==> src/pkg/cci_pkg.sv <==
// Shared constants for the configuration command interpreter
package cci_pkg;
  // Function codes
  localparam logic [7:0] CCI_FC_READ = 8'h03;
  localparam logic [7:0] CCI_FC_WRITE = 8'h06;
  // Register addresses
  localparam logic [15:0] CCI_DEFAULT_RELOAD_CMD = 16'h8010;
  localparam logic [15:0] CCI_LOCK_STATE_QUERY = 16'h8020;
  localparam logic [15:0] CCI_LOCK_STATE_SET = 16'h8030;
  localparam logic [15:0] CCI_PICKUP_LOCATION_SET = 16'h8060;
  localparam logic [15:0] CCI_PICKUP_LOCATION_QUERY = 16'h8070;
  localparam logic [15:0] CCI_SETPOINT_ORIGIN_SET = 16'h80A0;
  localparam logic [15:0] CCI_SETPOINT_ORIGIN_QUERY = 16'h80B0;
  // Parameter encodings
  localparam logic [15:0] CCI_RELOAD_SOFT = 16'h0001;
  localparam logic [15:0] CCI_RELOAD_HARD = 16'h0002;
  localparam logic [15:0] CCI_ORIGIN_LOCAL = 16'h0000;
  localparam logic [15:0] CCI_ORIGIN_FGEN = 16'h0001;
  localparam logic [15:0] CCI_ORIGIN_ANALOG = 16'h0002;
  localparam logic [15:0] CCI_ORIGIN_ANALOG_ALT = 16'h0003;
  // Reset values
  localparam logic CCI_LOCK_RESET = 1'b0;
  localparam logic CCI_PICKUP_RESET = 1'b0;
  localparam logic [1:0] CCI_ORIGIN_RESET = 2'h0;
  // Explicit message codes
  localparam logic [7:0] CCI_SVC_GET = 8'h0E;
  localparam logic [7:0] CCI_SVC_SET = 8'h10;
  localparam logic [7:0] CCI_SVC_REPLY = 8'h80;
  localparam logic [15:0] CCI_CLASS_VENDOR = 16'h00A2;
  localparam logic [7:0] CCI_ATTR_NAME = 8'h01;
  localparam logic [7:0] CCI_ATTR_ACCESS = 8'h04;
  localparam logic [7:0] CCI_ATTR_VALUE = 8'h05;
  // Instance numbers mapped onto the three settings
  localparam logic [15:0] CCI_INST_LOCK = 16'h0001;
  localparam logic [15:0] CCI_INST_PICKUP = 16'h0002;
  localparam logic [15:0] CCI_INST_ORIGIN = 16'h0003;
  // Access attribute codes
  localparam logic [15:0] CCI_ACCESS_RW = 16'h0003;
  // General status codes
  localparam logic [7:0] CCI_GS_OK = 8'h00;
  localparam logic [7:0] CCI_GS_BAD_SVC = 8'h08;
  localparam logic [7:0] CCI_GS_BAD_VALUE = 8'h09;
  localparam logic [7:0] CCI_GS_BAD_ATTR = 8'h14;
  localparam logic [7:0] CCI_GS_BAD_PATH = 8'h05;
  localparam logic [7:0] CCI_GS_NO_CONN = 8'h11;
  // Connection limits
  localparam int CCI_MAX_CONN = 6;
  localparam int CCI_MAX_MSG_BYTES = 1526;
  localparam int CCI_RPI_MIN_MS = 100;
  localparam int CCI_RPI_MAX_MS = 10000;
  // Sense pickup selection
  typedef enum logic {CCI_PICK_LOCAL, CCI_PICK_REMOTE} cci_pick_type;
endpackage

==> src/design/cci_conn_table.sv <==
`timescale 1ns/10ps
// Class 3 connection slot table with registered lookup result
module cci_conn_table #(
  parameter int SLOTS = 6,
  parameter int IDW = 16
) (
  input wire logic clk,
  input wire logic reset_n,
  input wire logic open_req,
  input wire logic close_req,
  input wire logic [IDW-1:0] conn_id,
  output logic open_ok,
  output logic close_ok,
  output logic hit_q,
  output logic [3:0] used_q
);
  logic [SLOTS-1:0] valid_q; // Slot occupied
  logic [IDW-1:0] id_q [SLOTS]; // Slot owner id
  logic [SLOTS-1:0] match; // Id found per slot
  logic [SLOTS-1:0] free_one; // Lowest free slot
  logic [SLOTS-1:0] free_mask;
  // Per-slot match and free search
  assign free_mask = ~valid_q;
  assign free_one = free_mask & (~free_mask + 1'b1);
  genvar g;
  generate
    for (g = 0; g < SLOTS; g++) begin : g_slot
      assign match[g] = valid_q[g] && (id_q[g] == conn_id);
      // Slot owner register
      always_ff @(posedge clk or negedge reset_n) begin
        if (!reset_n) begin
          valid_q[g] <= 1'b0;
          id_q[g] <= '0;
        end else if (open_ok && free_one[g]) begin
          valid_q[g] <= 1'b1;
          id_q[g] <= conn_id;
        end else if (close_ok && match[g]) begin
          valid_q[g] <= 1'b0;
        end
      end
    end
  endgenerate
  // A full table refuses the open; duplicate id also refused
  assign open_ok = open_req && (|free_mask) && !(|match);
  assign close_ok = close_req && !open_req && (|match);
  // Registered lookup and occupancy
  always_ff @(posedge clk or negedge reset_n) begin
    if (!reset_n) begin
      hit_q <= 1'b0;
      used_q <= 4'h0;
    end else begin
      hit_q <= |match;
      used_q <= used_q + 4'(open_ok) - 4'(close_ok);
    end
  end
endmodule

==> src/design/cci_config_cmd.sv <==
`timescale 1ns/10ps
// Configuration command interpreter: register commands and explicit messages
// Notes on behaviour
// - Write 0x8010: 1 soft, 2 hard restore
// - Lock flag written 0x8030, read 0x8020
// - Locked: only stop button passes through
// - Sense location: 0 local, 1 remote
// - Set-point origin stored, read back separately
// - Origin resets to local
// - Origin routes generator or analog set points
// - Only get and set single attribute
// - Attributes name, access, value per instance
// - Every request gets success or failure answer
// - Device is target only, never initiates
// - Up to six explicit connections
// - Messages never exceed maximum connection size
// - Values move least significant byte first
module cci_config_cmd
  import cci_pkg::*;
#(
  parameter int DW = 16,
  parameter int BTN = 8,
  parameter int STOP_BIT = 0
) (
  input wire logic CLK,
  input wire logic RESET_N,
  // Register command port
  input wire logic REG_VALID,
  input wire logic [7:0] REG_FUNC,
  input wire logic [15:0] REG_ADDR,
  input wire logic [15:0] REG_WDATA,
  output logic REG_DONE,
  output logic REG_OK,
  output logic [15:0] REG_RDATA,
  // Explicit message port
  input wire logic MSG_VALID,
  input wire logic [15:0] MSG_CONN,
  input wire logic [7:0] MSG_SERVICE,
  input wire logic [15:0] MSG_CLASS,
  input wire logic [15:0] MSG_INSTANCE,
  input wire logic [7:0] MSG_ATTR,
  input wire logic [10:0] MSG_LEN,
  input wire logic [15:0] MSG_DATA,
  output logic MSG_DONE,
  output logic [7:0] MSG_REPLY_SVC,
  output logic [7:0] MSG_STATUS,
  output logic [15:0] MSG_RDATA,
  output logic [7:0] MSG_BYTE0,
  output logic [7:0] MSG_BYTE1,
  // Connection management from the transport
  input wire logic CONN_OPEN,
  input wire logic CONN_CLOSE,
  input wire logic [15:0] CONN_ID,
  output logic CONN_ACCEPT,
  output logic [3:0] CONN_COUNT,
  // Front panel
  input wire logic [BTN-1:0] BUTTONS,
  output logic [BTN-1:0] BUTTONS_OUT,
  // Restore strobes
  output logic SOFT_RESTORE,
  output logic HARD_RESTORE,
  // Sense voltages and measurement
  input wire logic [DW-1:0] VOLT_LOCAL,
  input wire logic [DW-1:0] VOLT_REMOTE,
  output logic [DW-1:0] VOLT_MEAS,
  // Set-point sources, set-point output and stored setting outputs
  input wire logic [DW-1:0] SP_LOCAL,
  input wire logic [DW-1:0] SP_FGEN,
  input wire logic [DW-1:0] SP_ANALOG,
  output logic [DW-1:0] SP_OUT,
  output logic LOCK_STATE,
  output logic PICKUP_REMOTE,
  output logic [1:0] ORIGIN_SEL
);
  // Stored settings
  logic lock_q, lock_d;
  cci_pick_type pick_q, pick_d;
  logic [1:0] origin_q, origin_d;
  // Button synchroniser stages
  logic [BTN-1:0] btn_s1_q, btn_s2_q;
  // Register answer registers
  logic reg_done_q, reg_ok_q;
  logic [15:0] reg_rdata_q;
  // Message answer registers
  logic msg_done_q;
  logic [7:0] msg_svc_q, msg_stat_q;
  logic [15:0] msg_rdata_q;
  // Registered outputs
  logic soft_q, hard_q;
  logic [DW-1:0] volt_q, sp_q;

  // Register port decode
  logic is_rd, is_wr;
  logic wr_reload, wr_lock, wr_pick, wr_origin;
  logic rd_lock, rd_pick, rd_origin, rd_hit;
  logic val_reload, val_bool, val_origin;
  logic [1:0] origin_wval;
  logic reg_good;
  logic [15:0] reg_rmux;
  assign is_rd = REG_VALID && (REG_FUNC == CCI_FC_READ);
  assign is_wr = REG_VALID && (REG_FUNC == CCI_FC_WRITE);
  assign wr_reload = is_wr && (REG_ADDR == CCI_DEFAULT_RELOAD_CMD);
  assign wr_lock = is_wr && (REG_ADDR == CCI_LOCK_STATE_SET);
  assign wr_pick = is_wr && (REG_ADDR == CCI_PICKUP_LOCATION_SET);
  assign wr_origin = is_wr && (REG_ADDR == CCI_SETPOINT_ORIGIN_SET);
  assign rd_lock = is_rd && (REG_ADDR == CCI_LOCK_STATE_QUERY);
  assign rd_pick = is_rd && (REG_ADDR == CCI_PICKUP_LOCATION_QUERY);
  assign rd_origin = is_rd && (REG_ADDR == CCI_SETPOINT_ORIGIN_QUERY);
  assign rd_hit = rd_lock || rd_pick || rd_origin;
  // Value range checks
  assign val_reload = (REG_WDATA == CCI_RELOAD_SOFT) ||
                      (REG_WDATA == CCI_RELOAD_HARD);
  assign val_bool = (REG_WDATA[15:1] == 15'h0000);
  // Both printed encodings of external analog are accepted
  assign val_origin = (REG_WDATA == CCI_ORIGIN_LOCAL) ||
                      (REG_WDATA == CCI_ORIGIN_FGEN) ||
                      (REG_WDATA == CCI_ORIGIN_ANALOG) ||
                      (REG_WDATA == CCI_ORIGIN_ANALOG_ALT);
  assign origin_wval = (REG_WDATA == CCI_ORIGIN_ANALOG_ALT) ?
                       CCI_ORIGIN_ANALOG[1:0] : REG_WDATA[1:0];
  assign reg_good = (wr_reload && val_reload) ||
                    ((wr_lock || wr_pick) && val_bool) ||
                    (wr_origin && val_origin) || rd_hit;
  // Query read mux
  assign reg_rmux = rd_lock ? {15'h0000, lock_q} :
                    rd_pick ? {15'h0000, pick_q} :
                    rd_origin ? {14'h0000, origin_q} : 16'h0000;

  // Explicit message decode
  logic svc_get, svc_set, svc_ok, class_ok, inst_ok, attr_ok;
  logic conn_hit, len_ok, msg_wr_val, msg_good;
  logic m_lock, m_pick, m_origin;
  logic [15:0] inst_value, attr_rmux;
  logic [7:0] msg_status;
  logic [1:0] msg_origin_val;
  assign svc_get = (MSG_SERVICE == CCI_SVC_GET);
  assign svc_set = (MSG_SERVICE == CCI_SVC_SET);
  assign svc_ok = svc_get || svc_set;
  assign class_ok = (MSG_CLASS == CCI_CLASS_VENDOR);
  assign m_lock = (MSG_INSTANCE == CCI_INST_LOCK);
  assign m_pick = (MSG_INSTANCE == CCI_INST_PICKUP);
  assign m_origin = (MSG_INSTANCE == CCI_INST_ORIGIN);
  assign inst_ok = m_lock || m_pick || m_origin;
  // Name and access are read-only; only value may be set
  assign attr_ok = (MSG_ATTR == CCI_ATTR_VALUE) ||
                   (svc_get && ((MSG_ATTR == CCI_ATTR_NAME) ||
                   (MSG_ATTR == CCI_ATTR_ACCESS)));
  assign len_ok = (32'(MSG_LEN) <= CCI_MAX_MSG_BYTES);
  assign msg_origin_val = (MSG_DATA == CCI_ORIGIN_ANALOG_ALT) ?
                          CCI_ORIGIN_ANALOG[1:0] : MSG_DATA[1:0];
  assign msg_wr_val = m_origin ?
                      (MSG_DATA[15:2] == 14'h0000 ||
                       MSG_DATA == CCI_ORIGIN_ANALOG_ALT) :
                      (MSG_DATA[15:1] == 15'h0000);
  assign inst_value = m_lock ? {15'h0000, lock_q} :
                      m_pick ? {15'h0000, pick_q} :
                      {14'h0000, origin_q};
  // Name attribute returns the instance number itself
  assign attr_rmux = (MSG_ATTR == CCI_ATTR_NAME) ? MSG_INSTANCE :
                     (MSG_ATTR == CCI_ATTR_ACCESS) ? CCI_ACCESS_RW :
                     inst_value;
  // Status priority: connection, size, service, path, attribute, value
  assign msg_status = !conn_hit ? CCI_GS_NO_CONN :
                      !len_ok ? CCI_GS_BAD_VALUE :
                      !svc_ok ? CCI_GS_BAD_SVC :
                      !(class_ok && inst_ok) ? CCI_GS_BAD_PATH :
                      !attr_ok ? CCI_GS_BAD_ATTR :
                      (svc_set && !msg_wr_val) ? CCI_GS_BAD_VALUE :
                      CCI_GS_OK;
  assign msg_good = MSG_VALID && (msg_status == CCI_GS_OK);

  // Connection table; the lookup for a message uses MSG_CONN
  logic tbl_open_ok, tbl_hit;
  logic [3:0] tbl_used;
  logic [15:0] tbl_id;
  assign tbl_id = (CONN_OPEN || CONN_CLOSE) ? CONN_ID : MSG_CONN;
  // Messages are only served on an open connection
  logic tbl_hit_now;
  assign conn_hit = !(CONN_OPEN || CONN_CLOSE) && tbl_hit_now;
  cci_conn_table #(
    .SLOTS(CCI_MAX_CONN),
    .IDW(16)
  ) u_conn (
    .clk(CLK),
    .reset_n(RESET_N),
    .open_req(CONN_OPEN),
    .close_req(CONN_CLOSE),
    .conn_id(tbl_id),
    .open_ok(tbl_open_ok),
    .close_ok(),
    .hit_q(tbl_hit),
    .used_q(tbl_used)
  );
  // Combinational match via a one-slot cache is avoided: use registered
  // hit of the previous cycle only when the id was presented then.
  logic [15:0] last_id_q;
  assign tbl_hit_now = tbl_hit && (last_id_q == MSG_CONN);

  // Next values of the stored settings
  always_comb begin
    lock_d = lock_q;
    pick_d = pick_q;
    origin_d = origin_q;
    if (wr_lock && val_bool) begin
      lock_d = REG_WDATA[0];
    end else if (MSG_VALID && svc_set && m_lock && msg_good) begin
      lock_d = MSG_DATA[0];
    end
    if (wr_pick && val_bool) begin
      pick_d = cci_pick_type'(REG_WDATA[0]);
    end else if (MSG_VALID && svc_set && m_pick && msg_good) begin
      pick_d = cci_pick_type'(MSG_DATA[0]);
    end
    if (wr_origin && val_origin) begin
      origin_d = origin_wval;
    end else if (MSG_VALID && svc_set && m_origin && msg_good) begin
      origin_d = msg_origin_val;
    end
  end

  // Settings storage; origin comes up local
  always_ff @(posedge CLK or negedge RESET_N) begin
    if (!RESET_N) begin
      lock_q <= CCI_LOCK_RESET;
      pick_q <= CCI_PICK_LOCAL;
      origin_q <= CCI_ORIGIN_RESET;
    end else begin
      lock_q <= lock_d;
      pick_q <= pick_d;
      origin_q <= origin_d;
    end
  end

  // Register port answer, one cycle after the request
  always_ff @(posedge CLK or negedge RESET_N) begin
    if (!RESET_N) begin
      reg_done_q <= 1'b0;
      reg_ok_q <= 1'b0;
      reg_rdata_q <= 16'h0000;
      soft_q <= 1'b0;
      hard_q <= 1'b0;
    end else begin
      reg_done_q <= REG_VALID;
      reg_ok_q <= reg_good;
      reg_rdata_q <= reg_rmux;
      soft_q <= wr_reload && (REG_WDATA == CCI_RELOAD_SOFT);
      hard_q <= wr_reload && (REG_WDATA == CCI_RELOAD_HARD);
    end
  end

  // Message answer: every request is answered once; never self-started
  always_ff @(posedge CLK or negedge RESET_N) begin
    if (!RESET_N) begin
      msg_done_q <= 1'b0;
      msg_svc_q <= 8'h00;
      msg_stat_q <= CCI_GS_OK;
      msg_rdata_q <= 16'h0000;
      last_id_q <= 16'h0000;
    end else begin
      msg_done_q <= MSG_VALID;
      last_id_q <= tbl_id;
      if (MSG_VALID) begin
        msg_svc_q <= MSG_SERVICE | CCI_SVC_REPLY;
        msg_stat_q <= msg_status;
        msg_rdata_q <= (msg_good && svc_get) ? attr_rmux : 16'h0000;
      end
    end
  end

  // Button synchroniser, pins are asynchronous
  always_ff @(posedge CLK or negedge RESET_N) begin
    if (!RESET_N) begin
      btn_s1_q <= '0;
      btn_s2_q <= '0;
    end else begin
      btn_s1_q <= BUTTONS;
      btn_s2_q <= btn_s1_q;
    end
  end

  // Sense and set-point routing, registered to keep outputs glitch free
  logic [DW-1:0] volt_mux, sp_mux;
  assign volt_mux = (pick_q == CCI_PICK_REMOTE) ? VOLT_REMOTE :
                    VOLT_LOCAL;
  assign sp_mux = (origin_q == CCI_ORIGIN_FGEN[1:0]) ? SP_FGEN :
                  (origin_q == CCI_ORIGIN_ANALOG[1:0]) ? SP_ANALOG :
                  SP_LOCAL;
  always_ff @(posedge CLK or negedge RESET_N) begin
    if (!RESET_N) begin
      volt_q <= '0;
      sp_q <= '0;
    end else begin
      volt_q <= volt_mux;
      sp_q <= sp_mux;
    end
  end

  // Locked panel keeps only the stop button alive
  genvar b;
  generate
    for (b = 0; b < BTN; b++) begin : g_btn
      if (b == STOP_BIT) begin : g_stop
        assign BUTTONS_OUT[b] = btn_s2_q[b];
      end else begin : g_other
        assign BUTTONS_OUT[b] = btn_s2_q[b] && !lock_q;
      end
    end
  endgenerate

  // Output assignments; value bytes go low byte first
  assign REG_DONE = reg_done_q;
  assign REG_OK = reg_ok_q;
  assign REG_RDATA = reg_rdata_q;
  assign MSG_DONE = msg_done_q;
  assign MSG_REPLY_SVC = msg_svc_q;
  assign MSG_STATUS = msg_stat_q;
  assign MSG_RDATA = msg_rdata_q;
  assign MSG_BYTE0 = msg_rdata_q[7:0];
  assign MSG_BYTE1 = msg_rdata_q[15:8];
  assign CONN_ACCEPT = tbl_open_ok;
  assign CONN_COUNT = tbl_used;
  assign SOFT_RESTORE = soft_q;
  assign HARD_RESTORE = hard_q;
  assign VOLT_MEAS = volt_q;
  assign SP_OUT = sp_q;
  assign LOCK_STATE = lock_q;
  assign PICKUP_REMOTE = pick_q;
  assign ORIGIN_SEL = origin_q;
endmodule

==> config.mk <==
export PLATFORM = sky130hd
export DESIGN_NAME = cci_config_cmd
export DESIGN_NICKNAME = d
export VERILOG_FILES = /design/src/pkg/cci_pkg.sv /design/src/design/cci_conn_table.sv /design/src/design/cci_config_cmd.sv
export SDC_FILE = /design/constraint.sdc
export NUM_CORES = 1
export LEC_CHECK = 0
export BUFFER_PORTS_ARGS = -buffer_cell sky130_fd_sc_hd__buf_2
export CORE_MARGIN = 4
export CORE_UTILIZATION = 51
export CTS_BUF_LIST = sky130_fd_sc_hd__clkbuf_16
export DETAILED_ROUTE_END_ITERATION = 10
export PLACE_DENSITY_LB_ADDON = 0.3
export SLEW_MARGIN = 40
export SYNTH_ARGS = -nofsm -noshare
export SYNTH_HDL_FRONTEND = slang
export SYNTH_HIERARCHICAL = 1
export SYNTH_SLANG_ARGS = --single-unit
==> constraint.sdc <==
create_clock -name CLK -period 3.55 [get_ports CLK]
set_clock_uncertainty 0.15 [all_clocks]
set_input_delay 0.355 -clock CLK [delete_from_list [all_inputs] [get_ports CLK]]
set_output_delay 0.355 -clock CLK [all_outputs]
set_load 0.05 [all_outputs]
# --- Word level (Yosys, flattened, before mapping) ---
# Cells that the tools add are included.
word_totals:
  latch_bits: 0
  memories: 0
  mem_bits_rw: 0
  romBits: 0
  wordCells: 205
  inputBits: 241
  ff_bits: 214
classes:
  div: 0
  n_shift: 0
  add_sub_neg: 3
  reduce_logical: 97
  bitwise: 3
  multipliers: 0
  n_eq_ne: 31
  muxes: 39
  magnitude_cmp: 1
op_table:
  columns: ["op", "n"]
  rows:
  - ["16-bit equality test", 7]
  - ["16-bit equality test, second input constant", 7]
  - ["16-bit 2-to-1 mux", 6]
  - ["16-bit by 2-bit equality test with 1-bit output, second input constant", 5]
  - ["1-bit logical AND", 59]
  - ["16-bit by 1-bit equality test with 1-bit output, second input constant", 2]
  - ["15-bit logical NOT", 2]
  - ["5-bit 2-to-1 mux", 5]
  - ["8-bit by 3-bit equality test with 1-bit output, second input constant", 3]
  - ["2-bit 2-to-1 mux", 10]
  - ["2-bit nonzero test", 9]
  - ["1-bit logical OR", 17]
  - ["1-bit 2-to-1 mux", 17]
  - ["16-bit by 8-bit equality test with 1-bit output, second input constant", 1]
  - ["16-bit logical NOT", 1]
  - ["14-bit logical NOT", 1]
  - ["6-bit NOT", 2]
  - ["6-bit OR reduction", 2]
  - ["11-bit less-or-equal comparator, second input constant", 1]
  - ["8-bit by 1-bit equality test with 1-bit output, second input constant", 1]
  - ["8-bit by 2-bit equality test with 1-bit output, second input constant", 1]
  - ["8-bit by 4-bit equality test with 1-bit output, second input constant", 1]
  - ["8-bit by 5-bit equality test with 1-bit output, second input constant", 1]
  - ["8-bit logical NOT", 1]
  - ["8 further kinds", 12]

# --- Depth between registers and ports, before layout ---
# Gate-level depths: netlist (run 1).
depth:
  ltp_word: 16
  ltp_mapped: 17
  ltp_nobuf: 15

# --- Hierarchy ---
# Netlist (run 1), hierarchy kept.
modules_own_cells:
  columns: ["mod", "instances", "cells_each", "area_per_inst_um2"]
  rows:
  - ["cci_conn_table", 1, 416, 5368.9]
  - ["cci_config_cmd", 1, 468, 5218.8]

# --- Worst setup path before layout (run 1) ---
# No wires, ideal clock.
synth_path:
  kind: "input to register"
  from: "in CONN_CLOSE"
  to: "reg u_conn.used_q[2]"
  t_arrival_ns: 3.911
  n_path_buf: 2
  slack_ns: -0.634
  setup_time_ns: 0.123
  path_stages: 14
  required_ns: 3.277
  cell_sequence: "nor2_1 > clkbuf_1 > mux2_2 > buf_4 > xnor2_1 > nand3_1 > nor4_1 > and3_4 > nor4_4 > and3_1 > ha_1 > inv_1 > fa_1 > xnor2_1"
synth_via:
  elab_chain_cells: 9
  elab_cells_between_ends: 21
  cone_classes: "2 x add/sub; 6 x eq/ne; 1 x mux; 12 x reduce/logical"
synth_rtl:
  columns: ["item", "line", "text"]
  rows:
  - ["from (decl)", "cci_config_cmd.sv:52", "input wire logic CONN_CLOSE,"]
  - ["1-bit logical OR *", "cci_config_cmd.sv:176", "assign tbl_id = (CONN_OPEN || CONN_CLOSE) ? CONN_ID : MSG_CONN;"]
  - ["16-bit 2-to-1 mux *", "cci_config_cmd.sv:176", null]
  - ["via tbl_id[9]", "cci_config_cmd.sv:175", "logic [15:0] tbl_id;"]
  - ["16-bit equality test", "cci_conn_table.sv:28", "assign match[g] = valid_q[g] && (id_q[g] == conn_id);"]
  - ["1-bit logical AND", "cci_conn_table.sv:28", null]
  - ["6-bit OR reduction *", "cci_conn_table.sv:44", "assign open_ok = open_req && (|free_mask) && !(|match);"]
  - ["1-bit logical NOT *", "cci_conn_table.sv:44", null]
  - ["1-bit logical AND *", "cci_conn_table.sv:44", null]
  - ["via CONN_ACCEPT", "cci_config_cmd.sv:54", "output logic CONN_ACCEPT,"]
  - ["4-bit by 1-bit adder with 4-bit output *", "cci_conn_table.sv:53", "used_q <= used_q + 4'(open_ok) - 4'(close_ok);"]
  - ["4-bit by 1-bit subtractor with 4-bit output *", "cci_conn_table.sv:53", null]
  - ["to (signal assigned)", "cci_conn_table.sv:53", null]
  - ["to (decl)", "cci_conn_table.sv:15", "output logic [3:0] used_q"]
# Mark *: on every way through the listed nets, which the timed path passes. The rest lies on a longest branch.
# A chain may end at the register's enable or synchronous reset.

# --- Worst setup path after layout (run 1) ---
layout_path:
  from: "in CONN_CLOSE"
  to: "out CONN_ACCEPT"
layout_via:
  elab_chain_cells: 7
  elab_cells_between_ends: 17
  cone_classes: "6 x eq/ne; 1 x mux; 10 x reduce/logical"
layout_rtl:
  columns: ["item", "line"]
  rows:
  - ["1-bit logical OR *", "cci_config_cmd.sv:176"]
  - ["16-bit 2-to-1 mux *", "cci_config_cmd.sv:176"]
  - ["via tbl_id[10]", "cci_config_cmd.sv:175"]
  - ["16-bit equality test", "cci_conn_table.sv:28"]
  - ["1-bit logical AND", "cci_conn_table.sv:28"]
  - ["6-bit OR reduction *", "cci_conn_table.sv:44"]
  - ["1-bit logical NOT *", "cci_conn_table.sv:44"]
  - ["1-bit logical AND *", "cci_conn_table.sv:44"]
  - ["to (decl)", "cci_config_cmd.sv:54"]
# Marks and branches as above.

==> results.txt, run 1 <==
----------------------------------------------------
[Finish]
  Share of post-route cells with drive strength above 1 ... 46.6%
  Post-route standard cell area excluding fillers ... between 10000 and 15000 um2
  Area of the multi-input gates ... 5020 um2
  Sequential standard cell area ... 5260 um2
  Layout Nets ... 1569
  Post-Route Utilization ... between 70% and 80%
  Area Growth Syn to Fin ... 36.0%
  Filler Cell Count ... 1432

[Setup path]
  Kind of cell adding the most delay to the critical path ... simple AND/OR/NAND/NOR gates
  Maximum fanout encountered on the critical timing path ... 9
  Cells traversed along the worst timing path ... buf_2 > nor2_4 > buf_12 > clkbuf_16 > mux2_4 > xor2_1 > nor4_2 > nand4_1 > nor4_2 > nor2_2 > buf_6 > and3_4 > buf_4 > buf_8
  Data arrival time of the critical path ... 3000 ps
  Path depth of the worst reg2reg path ... 13
  CP peak stage delay ... 370 ps
  Kind of capture point of the worst setup path ... output port
  Type of the setup path with the least slack ... in2out
  FF-to-FF Start ... u_conn/id_q[73]
  Flop2flop setup slack ... 500 ps
  Worst Path Required ... 3040 ps
  Critical path's slowest cell ... sky130_fd_sc_hd__nor4_2
  CP Launch Type ... input pin
  Crit path top cell by count ... sky130_fd_sc_hd__nor4_2
  Critical R2R Capture ... u_conn/used_q[2]
  Crit path buffers/inverters ... 6

[Timing]
  Post-route setup TNS ... 0 ps
  Count of endpoints failing setup in the final report ... 0
  Worst hold slack ... -2.61 ps
  Remaining max-slew budget at the tightest pin ... 50.8%
  Setup repair after global routing missed its margin ... yes
  Number of hold-slack violations in the final timing report ... 1
  Slew of the pin with the lowest slew margin ... 732 ps
  Slew Viols, Final ... 0
  Upper clock frequency limit ... ~290 MHz
  Shortest period the worst path allows ... 3500 ps
  Final clock period utilization by the worst path ... a little over nine tenths

[Drt]
  Number of nets with antenna violations after routing ... 0
  DR WL/cell ... 22.8 um
  Total number of vias ... approximately 9000
  Count of TritonRoute iterations in the first routing pass ... 5
  DRC violation count after routing ... 0
  Post-DR vias/cell ... between 5 and 6
  DR iter-0 viols ... 657
  Total Routed Length ... 36.7 mm

[Floorplan]
  Floorplan core area ... 20300 um2
  Number of cell rows ... 52
  Die extent in y ... 152 um
  Die Outline Area ... 23100 um2
  Starting utilization of the core area ... 52.2%
  DIE WIDTH ... 152 um
  I/O pin count ... 359

[Place]
  Placer's final routability congestion estimate ... 0.980
  Count of input and output buffers ... between 300 and 400
  Area after detailed placement ... 12800 um2
  Post-detailed-placement half-perimeter wirelength ... around 27 mm

[Global route]
  Initial antenna violation count ... 4
  Vias in the first global route ... about 9000
  Maximum number of pins on one net before global-route repair ... just over 90
  Residual overflow from global routing ... 0
  Wire length of the first global-routing pass ... 54.4 mm
  GRT Util Overall ... 30.1%

[Power]
  Pwr/cell area ... 582 nW/um2
  Total power consumption of the routed design ... approximately 8.4 mW
  VDD IR-drop max ... 0.398 mV
  Reported leakage power ... 6.71 nW

[Synth]
  Flip-flop and latch count after synthesis ... 210
  Share of synthesized flip-flops with an asynchronous set or reset ... 100%
  Leading post-synthesis cells by instance count ... sky130_fd_sc_hd__dfrtp_1 (210), sky130_fd_sc_hd__mux2_2 (136), sky130_fd_sc_hd__xnor2_1 (77)
  Area of the mapped netlist ... approximately 11000 um2
  Most frequently used flop master after synthesis ... sky130_fd_sc_hd__dfrtp_1
  Number of instances in the synthesized netlist ... 884
  Area share of the leading cell type in the synthesized netlist ... 49.6%
  Most common cell in the synthesized netlist ... sky130_fd_sc_hd__dfrtp_1
  Largest area contributor in the synthesized netlist ... sky130_fd_sc_hd__dfrtp_1
  Number of warnings reported in the yosys synthesis log ... 6
  Number of flops mapped to enable cells by yosys ... 0
  Synth Area per Inst ... 12.0 um2
  Most area-consuming cells after synthesis ... sky130_fd_sc_hd__dfrtp_1 (50%), sky130_fd_sc_hd__mux2_2 (14%), sky130_fd_sc_hd__xnor2_1 (6.4%)
  Register area share after synthesis ... 49.6%
  Count of distinct cell types in the synthesized netlist ... 67

[Hold path]
  Worst hold path type ... in2reg
  Depth of the worst hold-timing path ... 2
  Worst Hold Launch ... VOLT_REMOTE[4]
  Worst hold path endpoint ... VOLT_MEAS[4]

[Clock network]
  Clock buffers created by TritonCTS ... 24
  Clk Tree Root Cell ... sky130_fd_sc_hd__clkbuf_16
  Clock H-tree levels ... 1
  Sinks on the clock net ... 210
  Clock tree from TritonCTS ... yes
  Clk slew on worst S/H paths ... 50 ps
  Max Buffers Root-to-Sink ... 3
  Clock latency on the worst-skew pair ... 510 ps

[Flow run]
  Reported max-cap violation count ... 0

[Status]
  Violated checks ... negative hold slack
  Status ... complete, but fails checks

----------------------------------------------------
## placed cells by master, fill, tap and decap left out, drive strengths merged, types with 3 or more instances in the layout
| master | synthesis | final |
|---|---|---|
| nand2b | 4 | 4 |
| nand3 | 17 | 17 |
| clkbuf | 15 | 26 |
| mux2 | 137 | 138 |
| buf | 61 | 417 |
| dfrtp | 210 | 210 |
| dlygate4sd3 | 0 | 53 |
| mux2i | 26 | 26 |
| xor2 | 39 | 39 |
| a211oi | 16 | 16 |
| a31oi | 3 | 3 |
| o21ai | 4 | 4 |
| nand2 | 28 | 28 |
| nor3 | 10 | 10 |
| conb | 1 | 18 |
| nor3b | 4 | 4 |
| clkinv | 0 | 11 |
| ha | 4 | 4 |
| inv | 19 | 25 |
| and3 | 9 | 9 |
| a21oi | 21 | 21 |
| xnor2 | 77 | 77 |
| nor2 | 22 | 22 |
| a21o | 3 | 3 |
| nor4bb | 3 | 3 |
| or4 | 5 | 5 |
| nand4 | 28 | 28 |
| nor4 | 36 | 36 |
| o22ai | 4 | 4 |
| nor2b | 43 | 43 |
| nor4b | 5 | 5 |
## report_power, final
group	internal [mW]	switching [mW]
logic	1.34	1.30
clock network	1.26	0.953
registers	3.03	0.509
total	5.63	2.76
## per-layer routing
metal / wire (um) / track usage, % / up-vias
li1: - / - / 3981
met1: 14700 / 38.6 / 4330
met2: 17800 / 50.1 / 384
met3: 2840 / 8.02 / 86
met4: 1260 / 9.93 / 4
met5: 25 / 0 / -
## flip-flops by register name, summed over array words and instances (netlist names), 6 cells and up
signal and flops:
u_conn/valid_q 6, u_conn/id_q 96, MSG_RDATA 16, btn_s2_q 8, btn_s1_q 8, VOLT_MEAS 16
MSG_REPLY_SVC 8, last_id_q 16, SP_OUT 16
## worst reg2reg max path, cell delays in order (launching register included)
cell                      delay (ps)
sky130_fd_sc_hd__dfrtp_1         390
sky130_fd_sc_hd__xor2_1          170
sky130_fd_sc_hd__nor4_2          400
sky130_fd_sc_hd__nand4_1         190
sky130_fd_sc_hd__nor4_2          260
sky130_fd_sc_hd__nor2_2          110
sky130_fd_sc_hd__nand2_2         100
sky130_fd_sc_hd__and2_1          120
sky130_fd_sc_hd__ha_1            220
sky130_fd_sc_hd__inv_1            60
sky130_fd_sc_hd__ha_2            180
sky130_fd_sc_hd__inv_1            60
sky130_fd_sc_hd__fa_1            410
sky130_fd_sc_hd__xnor2_1         140
## cells by family (layout without fill, tap and decap cells)
family | Yosys count | after routing | share of synthesized area, %
AO/OA/AOI/OAI | 68 | 68 | 4.54
AND/OR/NAND/NOR | 226 | 226 | 13.2
flip-flops | 210 | 210 | 49.6
multiplexers | 163 | 164 | 17.1
XOR/XNOR | 116 | 116 | 9.60
buffers and inverters | 95 | 532 | 5.22
adder cells (fa/ha/maj) | 5 | 5 | 0.662
other | 1 | 20 | 0.0354
## cell type report
class	instances	area share, %
clock inverters	17	0.478
inverters	19	0.495
flip-flops and latches	210	36.5
well taps	270	2.35
diodes	2	0.0348
repair buffers	471	20.9
clock buffers	25	4.35
multi-input cells	597	34.9
## per-stage QoR
step	setup slack, ps	instances
finish	46.2	1611
global route	-43.6	1611
CTS	14.7	1587
detailed placement	-374	1486
global placement	-222	1486
floorplan	-65.6	901
## what timing repair did
item | CTS | global route
hold buffers | 53 | 0
setup buffers | 6 | 21
pin swaps | 3 | 15
endpoints found under the hold margin | 126 | 0
resized for setup | 9 | 18
cloned | 0 | 2
setup endpoints to repair | 1 | 3
## how the worst max path moves through the flow
stage,endpoint,depth (start not counted),slack [ps],startpoint
final,CONN_ACCEPT,14,50,CONN_CLOSE
after floorplan,u_conn/used_q[2],17,-70,CONN_OPEN
after detailed placement,u_conn/used_q[2],17,-370,CONN_OPEN
after CTS,CONN_ACCEPT,14,10,CONN_OPEN
after global placement,u_conn/used_q[1],17,-220,CONN_OPEN
after global routing,CONN_ACCEPT,14,-40,CONN_CLOSE
Power figures use the tool's default switching activity.
==> run 2: changes to the inputs <==
CORE_UTILIZATION = 46   (was 51)
HOLD_SLACK_MARGIN = 0.06   (was unset)
clock period = 2.9 ns   (was 3.55 ns; I/O delays follow)
==> results.txt, run 2 (synthesis results as in run 1) <==
----------------------------------------------------
[Hold path]
  Worst Hold Launch ... MSG_VALID
  Worst hold path type ... in2reg

[Floorplan]
  Number of cell rows ... 55
  Die extent in y ... 160 um
  DIE WIDTH ... between 150 and 200 um
  Starting utilization of the core area ... 46.8%
  I/O pin count ... 359
  Floorplan core area ... 22600 um2
  Die Outline Area ... 25500 um2

[Finish]
  Area Growth Syn to Fin ... 49.6%
  Share of post-route cells with drive strength above 1 ... about 47%
  Count of non-filler cells in the finished layout ... 1730
  Layout Nets ... 1660
  Post-Route Utilization ... a little over two thirds
  Most frequent cells in the layout ... sky130_fd_sc_hd__buf_2 (336), sky130_fd_sc_hd__dfrtp_1 (209), sky130_fd_sc_hd__dlygate4sd3_1 (113)
  Biggest register ... u_conn/id_q
  Flip-flop count of the largest register after layout ... 96
  Leading cell type in the layout, fill and taps excluded ... sky130_fd_sc_hd__buf_2

[Setup path]
  FF-to-FF Start ... u_conn/id_q[89]
  Critical path's slowest cell ... sky130_fd_sc_hd__fa_2
  Flop2flop setup slack ... -230 ps
  CP Launch Type ... input pin
  Cells traversed along the worst timing path ... buf_8 > nor2_4 > buf_4 > mux2_2 > buf_4 > xnor2_1 > nand4_1 > nor4_4 > nor4_4 > nand2_1 > and2_4 > ha_4 > inv_4 > ha_4 > inv_2 > fa_2 > inv_2
  Worst Path Required ... 3160 ps
  Crit path buffers/inverters ... 6
  Crit path launch ... CONN_OPEN
  Kind of cell adding the most delay to the critical path ... simple AND/OR/NAND/NOR gates
  Maximum fanout encountered on the critical timing path ... 6
  Type of the setup path with the least slack ... in2reg
  Kind of capture point of the worst setup path ... flip-flop
  CP peak stage delay ... 520 ps
  Data arrival time of the critical path ... 3510 ps

[Timing]
  Slew of the pin with the lowest slew margin ... 760 ps
  Number of hold-slack violations in the final timing report ... 0
  Post-route setup TNS ... -3760 ps
  Count of endpoints failing setup in the final report ... 67
  Shortest period the worst path allows ... 3250 ps
  Setup repair after global routing missed its margin ... yes
  Remaining max-slew budget at the tightest pin ... 49.3%
  Final clock period utilization by the worst path ... 112%
  Min setup slack post-route ... -350 ps
  Upper clock frequency limit ... 308 MHz
  Slew Viols, Final ... 0

[Power]
  Pwr/cell area ... approximately 710 nW/um2
  Total power consumption of the routed design ... 11.2 mW
  VDD IR-drop max ... 0.431 mV
  Reported leakage power ... 7.43 nW

[Global route]
  Wire length of the first global-routing pass ... between 50 and 60 mm
  Residual overflow from global routing ... 0
  Vias in the first global route ... 9614
  GRT Util Overall ... 29.0%
  Initial antenna violation count ... 17
  Maximum number of pins on one net before global-route repair ... 62

[Drt]
  Count of TritonRoute iterations in the first routing pass ... 6
  Number of nets with antenna violations after routing ... 0
  Total Routed Length ... a little under 40 mm
  DRC violation count after routing ... 0
  Post-DR vias/cell ... roughly 5.4
  Total number of vias ... 9314
  DR WL/cell ... approximately 23 um
  DR iter-0 viols ... 571

[Clock network]
  Clock tree from TritonCTS ... yes
  Max Buffers Root-to-Sink ... 3
  Clock latency on the worst-skew pair ... between 500 and 600 ps
  Clk slew on worst S/H paths ... ~60 ps
  Clock H-tree levels ... 1
  Clk Tree Root Cell ... sky130_fd_sc_hd__clkbuf_16
  Sinks on the clock net ... between 200 and 250
  Clock buffers created by TritonCTS ... 24

[Place]
  Count of input and output buffers ... 340
  Worst-case setup slack after placement ... -983 ps
  Placer's final routability congestion estimate ... 1.03
  Count of placed standard cells including taps ... 1536
  Post-detailed-placement half-perimeter wirelength ... ~28 mm

[Status]
  Status ... complete, but fails checks
  Violated checks ... negative setup slack

[Flow run]
  Reported max-cap violation count ... 0

----------------------------------------------------
run 2: cell types whose count changed in the layout (fill, tap and decap cells not counted), sizes merged:
cell         previous run  this run
bufinv                  0         4
dlygate4sd3            53       113
clkbuf                 26        29
inv                    25        20
buf                   417       444
clkinvlp                0         5
diode                   2        13
clkinv                 11         9
mux2                  138       139
run 2: path summary, 6_finish.rpt:
kind | to | depth (start not counted)
min | MSG_DONE | 2
max reg2reg | u_conn/used_q[1] | 13
min in group asynchronous | MSG_RDATA[10] | 2
max in group asynchronous | SP_OUT[9] | 3
min reg2reg | btn_s2_q[2] | 0
max | u_conn/used_q[1] | 17
run 2: repair_timing:
action                                  4_1_cts  5_1_grt
gates resized for setup                      39       76
pin swaps                                    16       18
hold buffers                                113        0
buffers inserted                             15        4
gates cloned                                  0        5
endpoints found under the setup margin        5      105
hold endpoints to repair                    119        0
run 2: area by class of cell:
class | count | area (um2)
inverter | 19 | 73.8
sequential | 210 | 5260
clock buffer | 25 | 626
timing repair buffer | 561 | 3960
fill | 1560 | 6800
antenna | 13 | 32.5
multi-input combinational | 598 | 5330
clock inverter | 19 | 199
tap | 285 | 357
run 2: through the flow:
step           hold slack, ps  area [um2]
2_1_floorplan            -156       10800
3_3_place_gp              154       13100
3_5_place_dp              154       13100
4_1_cts                  60.3       15300
5_1_grt                  73.1       15800
6_report                 68.2       15800
run 2: layer usage:
layer / GRT usage (%) / routed length [um]
met2: 50.1 / 19400
met4: 11.1 / 1600
met1: 35.9 / 15300
met5: 0 / 34
met3: 5.86 / 2960
run 2: where the power goes:
part	total (mW)	leakage, nW	switching (mW)	internal (mW)
Sequential	4.33	2.51	0.617	3.71
Clock	3.16	0.392	1.24	1.92
Combinational	3.74	4.52	1.72	2.02
Total	11.2	7.43	3.58	7.65
==> run 3: changes to the inputs <==
ABC_AREA = 1   (was unset)
CORE_UTILIZATION = 47   (was 46)
clock period = 2.8 ns   (was 2.9 ns; I/O delays follow)
==> results.txt, run 3 <==
----------------------------------------------------
[Setup path]
  Critical path's slowest cell ... sky130_fd_sc_hd__a21oi_4
  Crit path top cell by count ... sky130_fd_sc_hd__buf_6
  Flop2flop setup slack ... ~60 ps
  Critical R2R Capture ... u_conn/used_q[1]
  CP Launch Type ... input pin
  CP peak stage delay ... ~190 ps
  Path depth of the worst reg2reg path ... 17
  Crit path buffers/inverters ... 10
  Worst Path Required ... about 2400 ps
  Kind of capture point of the worst setup path ... output port
  Data arrival time of the critical path ... 2560 ps
  Worst path depth ... 20
  Cells traversed along the worst timing path ... buf_6 > nor2_4 > buf_8 > buf_8 > nor2_4 > a21oi_4 > buf_6 > buf_6 > buf_6 > o21ai_1 > nor2_1 > nand2_1 > nor2_1 > nand3_2 > nand2_2 > inv_4 > nand3_4 > clkinvlp_4 > buf_6 > buf_8
  Crit path launch ... CONN_OPEN
  FF-to-FF Start ... u_conn/id_q[22]
  Kind of cell adding the most delay to the critical path ... buffers and inverters
  Type of the setup path with the least slack ... in2out
  Maximum fanout encountered on the critical timing path ... 5

[Clock network]
  Max Buffers Root-to-Sink ... 3
  Clk slew on worst S/H paths ... 60 ps
  Clock latency on the worst-skew pair ... 530 ps
  Clock H-tree levels ... 1
  Clock buffers created by TritonCTS ... 24
  Sinks on the clock net ... 210
  Clk Tree Root Cell ... sky130_fd_sc_hd__clkbuf_16
  Clock tree from TritonCTS ... yes

[Synth]
  Number of warnings reported in the yosys synthesis log ... 6
  Most area-consuming cells after synthesis ... sky130_fd_sc_hd__dfrtp_1 (44%), sky130_fd_sc_hd__nand2_1 (19%), sky130_fd_sc_hd__nor2_1 (6.7%)
  Synth Area per Inst ... between 7 and 8 um2
  Flip-flop and latch count after synthesis ... 210
  Most common cell in the synthesized netlist ... sky130_fd_sc_hd__nand2_1
  Most frequently used flop master after synthesis ... sky130_fd_sc_hd__dfrtp_1
  Area share of the leading cell type in the synthesized netlist ... 44.0%
  Share of synthesized flip-flops with an asynchronous set or reset ... 100%
  Area of the mapped netlist ... 11900 um2
  Leading post-synthesis cells by instance count ... sky130_fd_sc_hd__nand2_1 (618), sky130_fd_sc_hd__nor2_1 (213), sky130_fd_sc_hd__dfrtp_1 (210)
  Number of flops mapped to enable cells by yosys ... 0
  Count of distinct cell types in the synthesized netlist ... 44
  Register area share after synthesis ... around 44%
  Largest area contributor in the synthesized netlist ... sky130_fd_sc_hd__dfrtp_1
  Number of instances in the synthesized netlist ... about 1600

[Flow run]
  Reported max-cap violation count ... 0

[Global route]
  Initial antenna violation count ... 3
  Wire length of the first global-routing pass ... 73.8 mm
  Residual overflow from global routing ... 0
  Vias in the first global route ... 13100
  GRT Util Overall ... 33.3%
  Maximum number of pins on one net before global-route repair ... 74

[Hold path]
  Worst hold path type ... in2async

[Power]
  Total power consumption of the routed design ... 13.1 mW
  Pwr/cell area ... 739 nW/um2
  VDD IR-drop max ... 0.592 mV
  Reported leakage power ... 9.68 nW

[Finish]
  Leading cell type in the layout, fill and taps excluded ... sky130_fd_sc_hd__nand2_1
  Most frequent cells in the layout ... sky130_fd_sc_hd__nand2_1 (602), sky130_fd_sc_hd__buf_2 (336), sky130_fd_sc_hd__dfrtp_1 (209)
  Filler Cell Count ... ~2000
  Area Growth Syn to Fin ... 49.0%
  Biggest register ... u_conn/id_q
  Layout Nets ... 2493
  Flip-flop count of the largest register after layout ... 96
  Share of post-route cells with drive strength above 1 ... 31.7%
  Count of non-filler cells in the finished layout ... 2597

[Timing]
  Count of endpoints failing setup in the final report ... 3
  Slew of the pin with the lowest slew margin ... around 580 ps
  Shortest period the worst path allows ... approximately 3000 ps
  Final clock period utilization by the worst path ... 107%
  Number of hold-slack violations in the final timing report ... 0
  Upper clock frequency limit ... between 300 and 400 MHz
  Min setup slack post-route ... -186 ps
  Slew Viols, Final ... 0
  Post-route setup TNS ... -390 ps
  Setup repair after global routing missed its margin ... yes
  Worst hold slack ... about 80 ps
  Remaining max-slew budget at the tightest pin ... about three fifths

[Place]
  Worst-case setup slack after placement ... -774 ps
  Count of placed standard cells including taps ... 2411
  Count of input and output buffers ... 340
  Post-detailed-placement half-perimeter wirelength ... 34.4 mm
  Placer's final routability congestion estimate ... 1.03

[Drt]
  Count of TritonRoute iterations in the first routing pass ... 6
  DR iter-0 viols ... between 1000 and 1500
  Total number of vias ... about 13000
  DR WL/cell ... 18.9 um
  Post-DR vias/cell ... 5.17
  Total Routed Length ... 49.0 mm
  DRC violation count after routing ... 0
  Number of nets with antenna violations after routing ... 0

[Floorplan]
  Number of cell rows ... 58
  Floorplan core area ... 25100 um2
  Die Outline Area ... 28000 um2
  DIE WIDTH ... between 150 and 200 um
  Starting utilization of the core area ... 47.5%
  Die extent in y ... 167 um
  I/O pin count ... roughly 360

[Status]
  Status ... complete, but fails checks
  Violated checks ... negative setup slack

----------------------------------------------------
==> run 3: cell count changes in the layout (fill, tap and decap cells not counted), sizes merged, moves of 32 or more <==
cell / before / now
nor4: 36 / 3
xor2: 39 / 7
nand3: 17 / 57
o21ai: 4 / 58
buf: 444 / 533
inv: 20 / 200
nand2: 28 / 624
xnor2: 77 / 22
nor2: 22 / 230
nor2b: 43 / 0
mux2: 139 / 24
==> run 3: where the power goes <==
| part | internal [mW] | switching, mW |
|---|---|---|
| Sequential | 3.81 | 0.704 |
| Combinational | 2.10 | 2.88 |
| Clock | 2.31 | 1.34 |
| Total | 8.22 | 4.93 |
==> run 3: worst max path at each step <==
stage | endpoint | slack [ps]
finish | CONN_ACCEPT | -190
detailed placement | u_conn/used_q[2] | -770
CTS | CONN_ACCEPT | -160
global route | CONN_ACCEPT | -280
global placement | u_conn/used_q[1] | -770
floorplan | u_conn/used_q[1] | -410
==> run 3: through the flow <==
| step | util, % | instance area (um2) |
|---|---|---|
| after global routing | 70.8 | 17800 |
| after CTS | 70.1 | 17600 |
| after global placement | 59.8 | 15000 |
| final | 70.8 | 17800 |
| after detailed placement | 59.8 | 15000 |
| after floorplan | - | 12100 |
==> run 3: logic make-up after synthesis <==
logic type	count (synthesis)	synth area share [%]
compound gates	104	4.87
xor+xnor	29	2.13
fa+ha+maj	5	0.587
buf+inv	279	10.9
flops	210	44.0
mux	24	2.25
other cells	1	0.0314
simple gates	994	35.2
==> run 3: metal layers <==
metal | wire (um) | vias to the layer above | track usage [%]
li1 | - | 6248 | -
met1 | 19500 | 6330 | 43.9
met2 | 22700 | 711 | 54.5
met3 | 4490 | 135 | 6.26
met4 | 2290 | 0 | 13.5
met5 | 0 | - | 0
==> run 3: area by class of cell <==
type                    instances  area, um2  share of cell area [%]
repair buffers                636       4620                    26.0
well taps                     330        413                    2.32
inverters                     200        778                    4.38
clock buffers                  24        601                    3.38
flip-flops and latches        210       5260                    29.6
clock inverters                20        317                    1.78
diodes                          2       5.00                  0.0281
multi-input cells            1175       5800                    32.6
==> run 3: worst register-to-register path: stages, from the launching register on <==
cell and delay, ps:
sky130_fd_sc_hd__dfrtp_1 410, sky130_fd_sc_hd__inv_1 80, sky130_fd_sc_hd__nand2_2 90, sky130_fd_sc_hd__o21ai_2 60, sky130_fd_sc_hd__buf_4 140, sky130_fd_sc_hd__nor2_1 80
sky130_fd_sc_hd__nand4_1 90, sky130_fd_sc_hd__nor2_1 150, sky130_fd_sc_hd__nand3_2 120, sky130_fd_sc_hd__nand2_1 90, sky130_fd_sc_hd__nor2_2 50, sky130_fd_sc_hd__a21oi_2 140
sky130_fd_sc_hd__ha_1 250, sky130_fd_sc_hd__inv_2 70, sky130_fd_sc_hd__ha_4 120, sky130_fd_sc_hd__inv_2 40, sky130_fd_sc_hd__fa_2 500, sky130_fd_sc_hd__inv_1 30
==> run 3: what timing repair did <==
action                                  CTS  global route
resized for setup                        99            33
pin swaps                                35            29
hold buffers                            101             0
hold endpoints to repair                275             0
buffers inserted                         27            13
endpoints found under the setup margin   10            40
gates cloned                              2             2
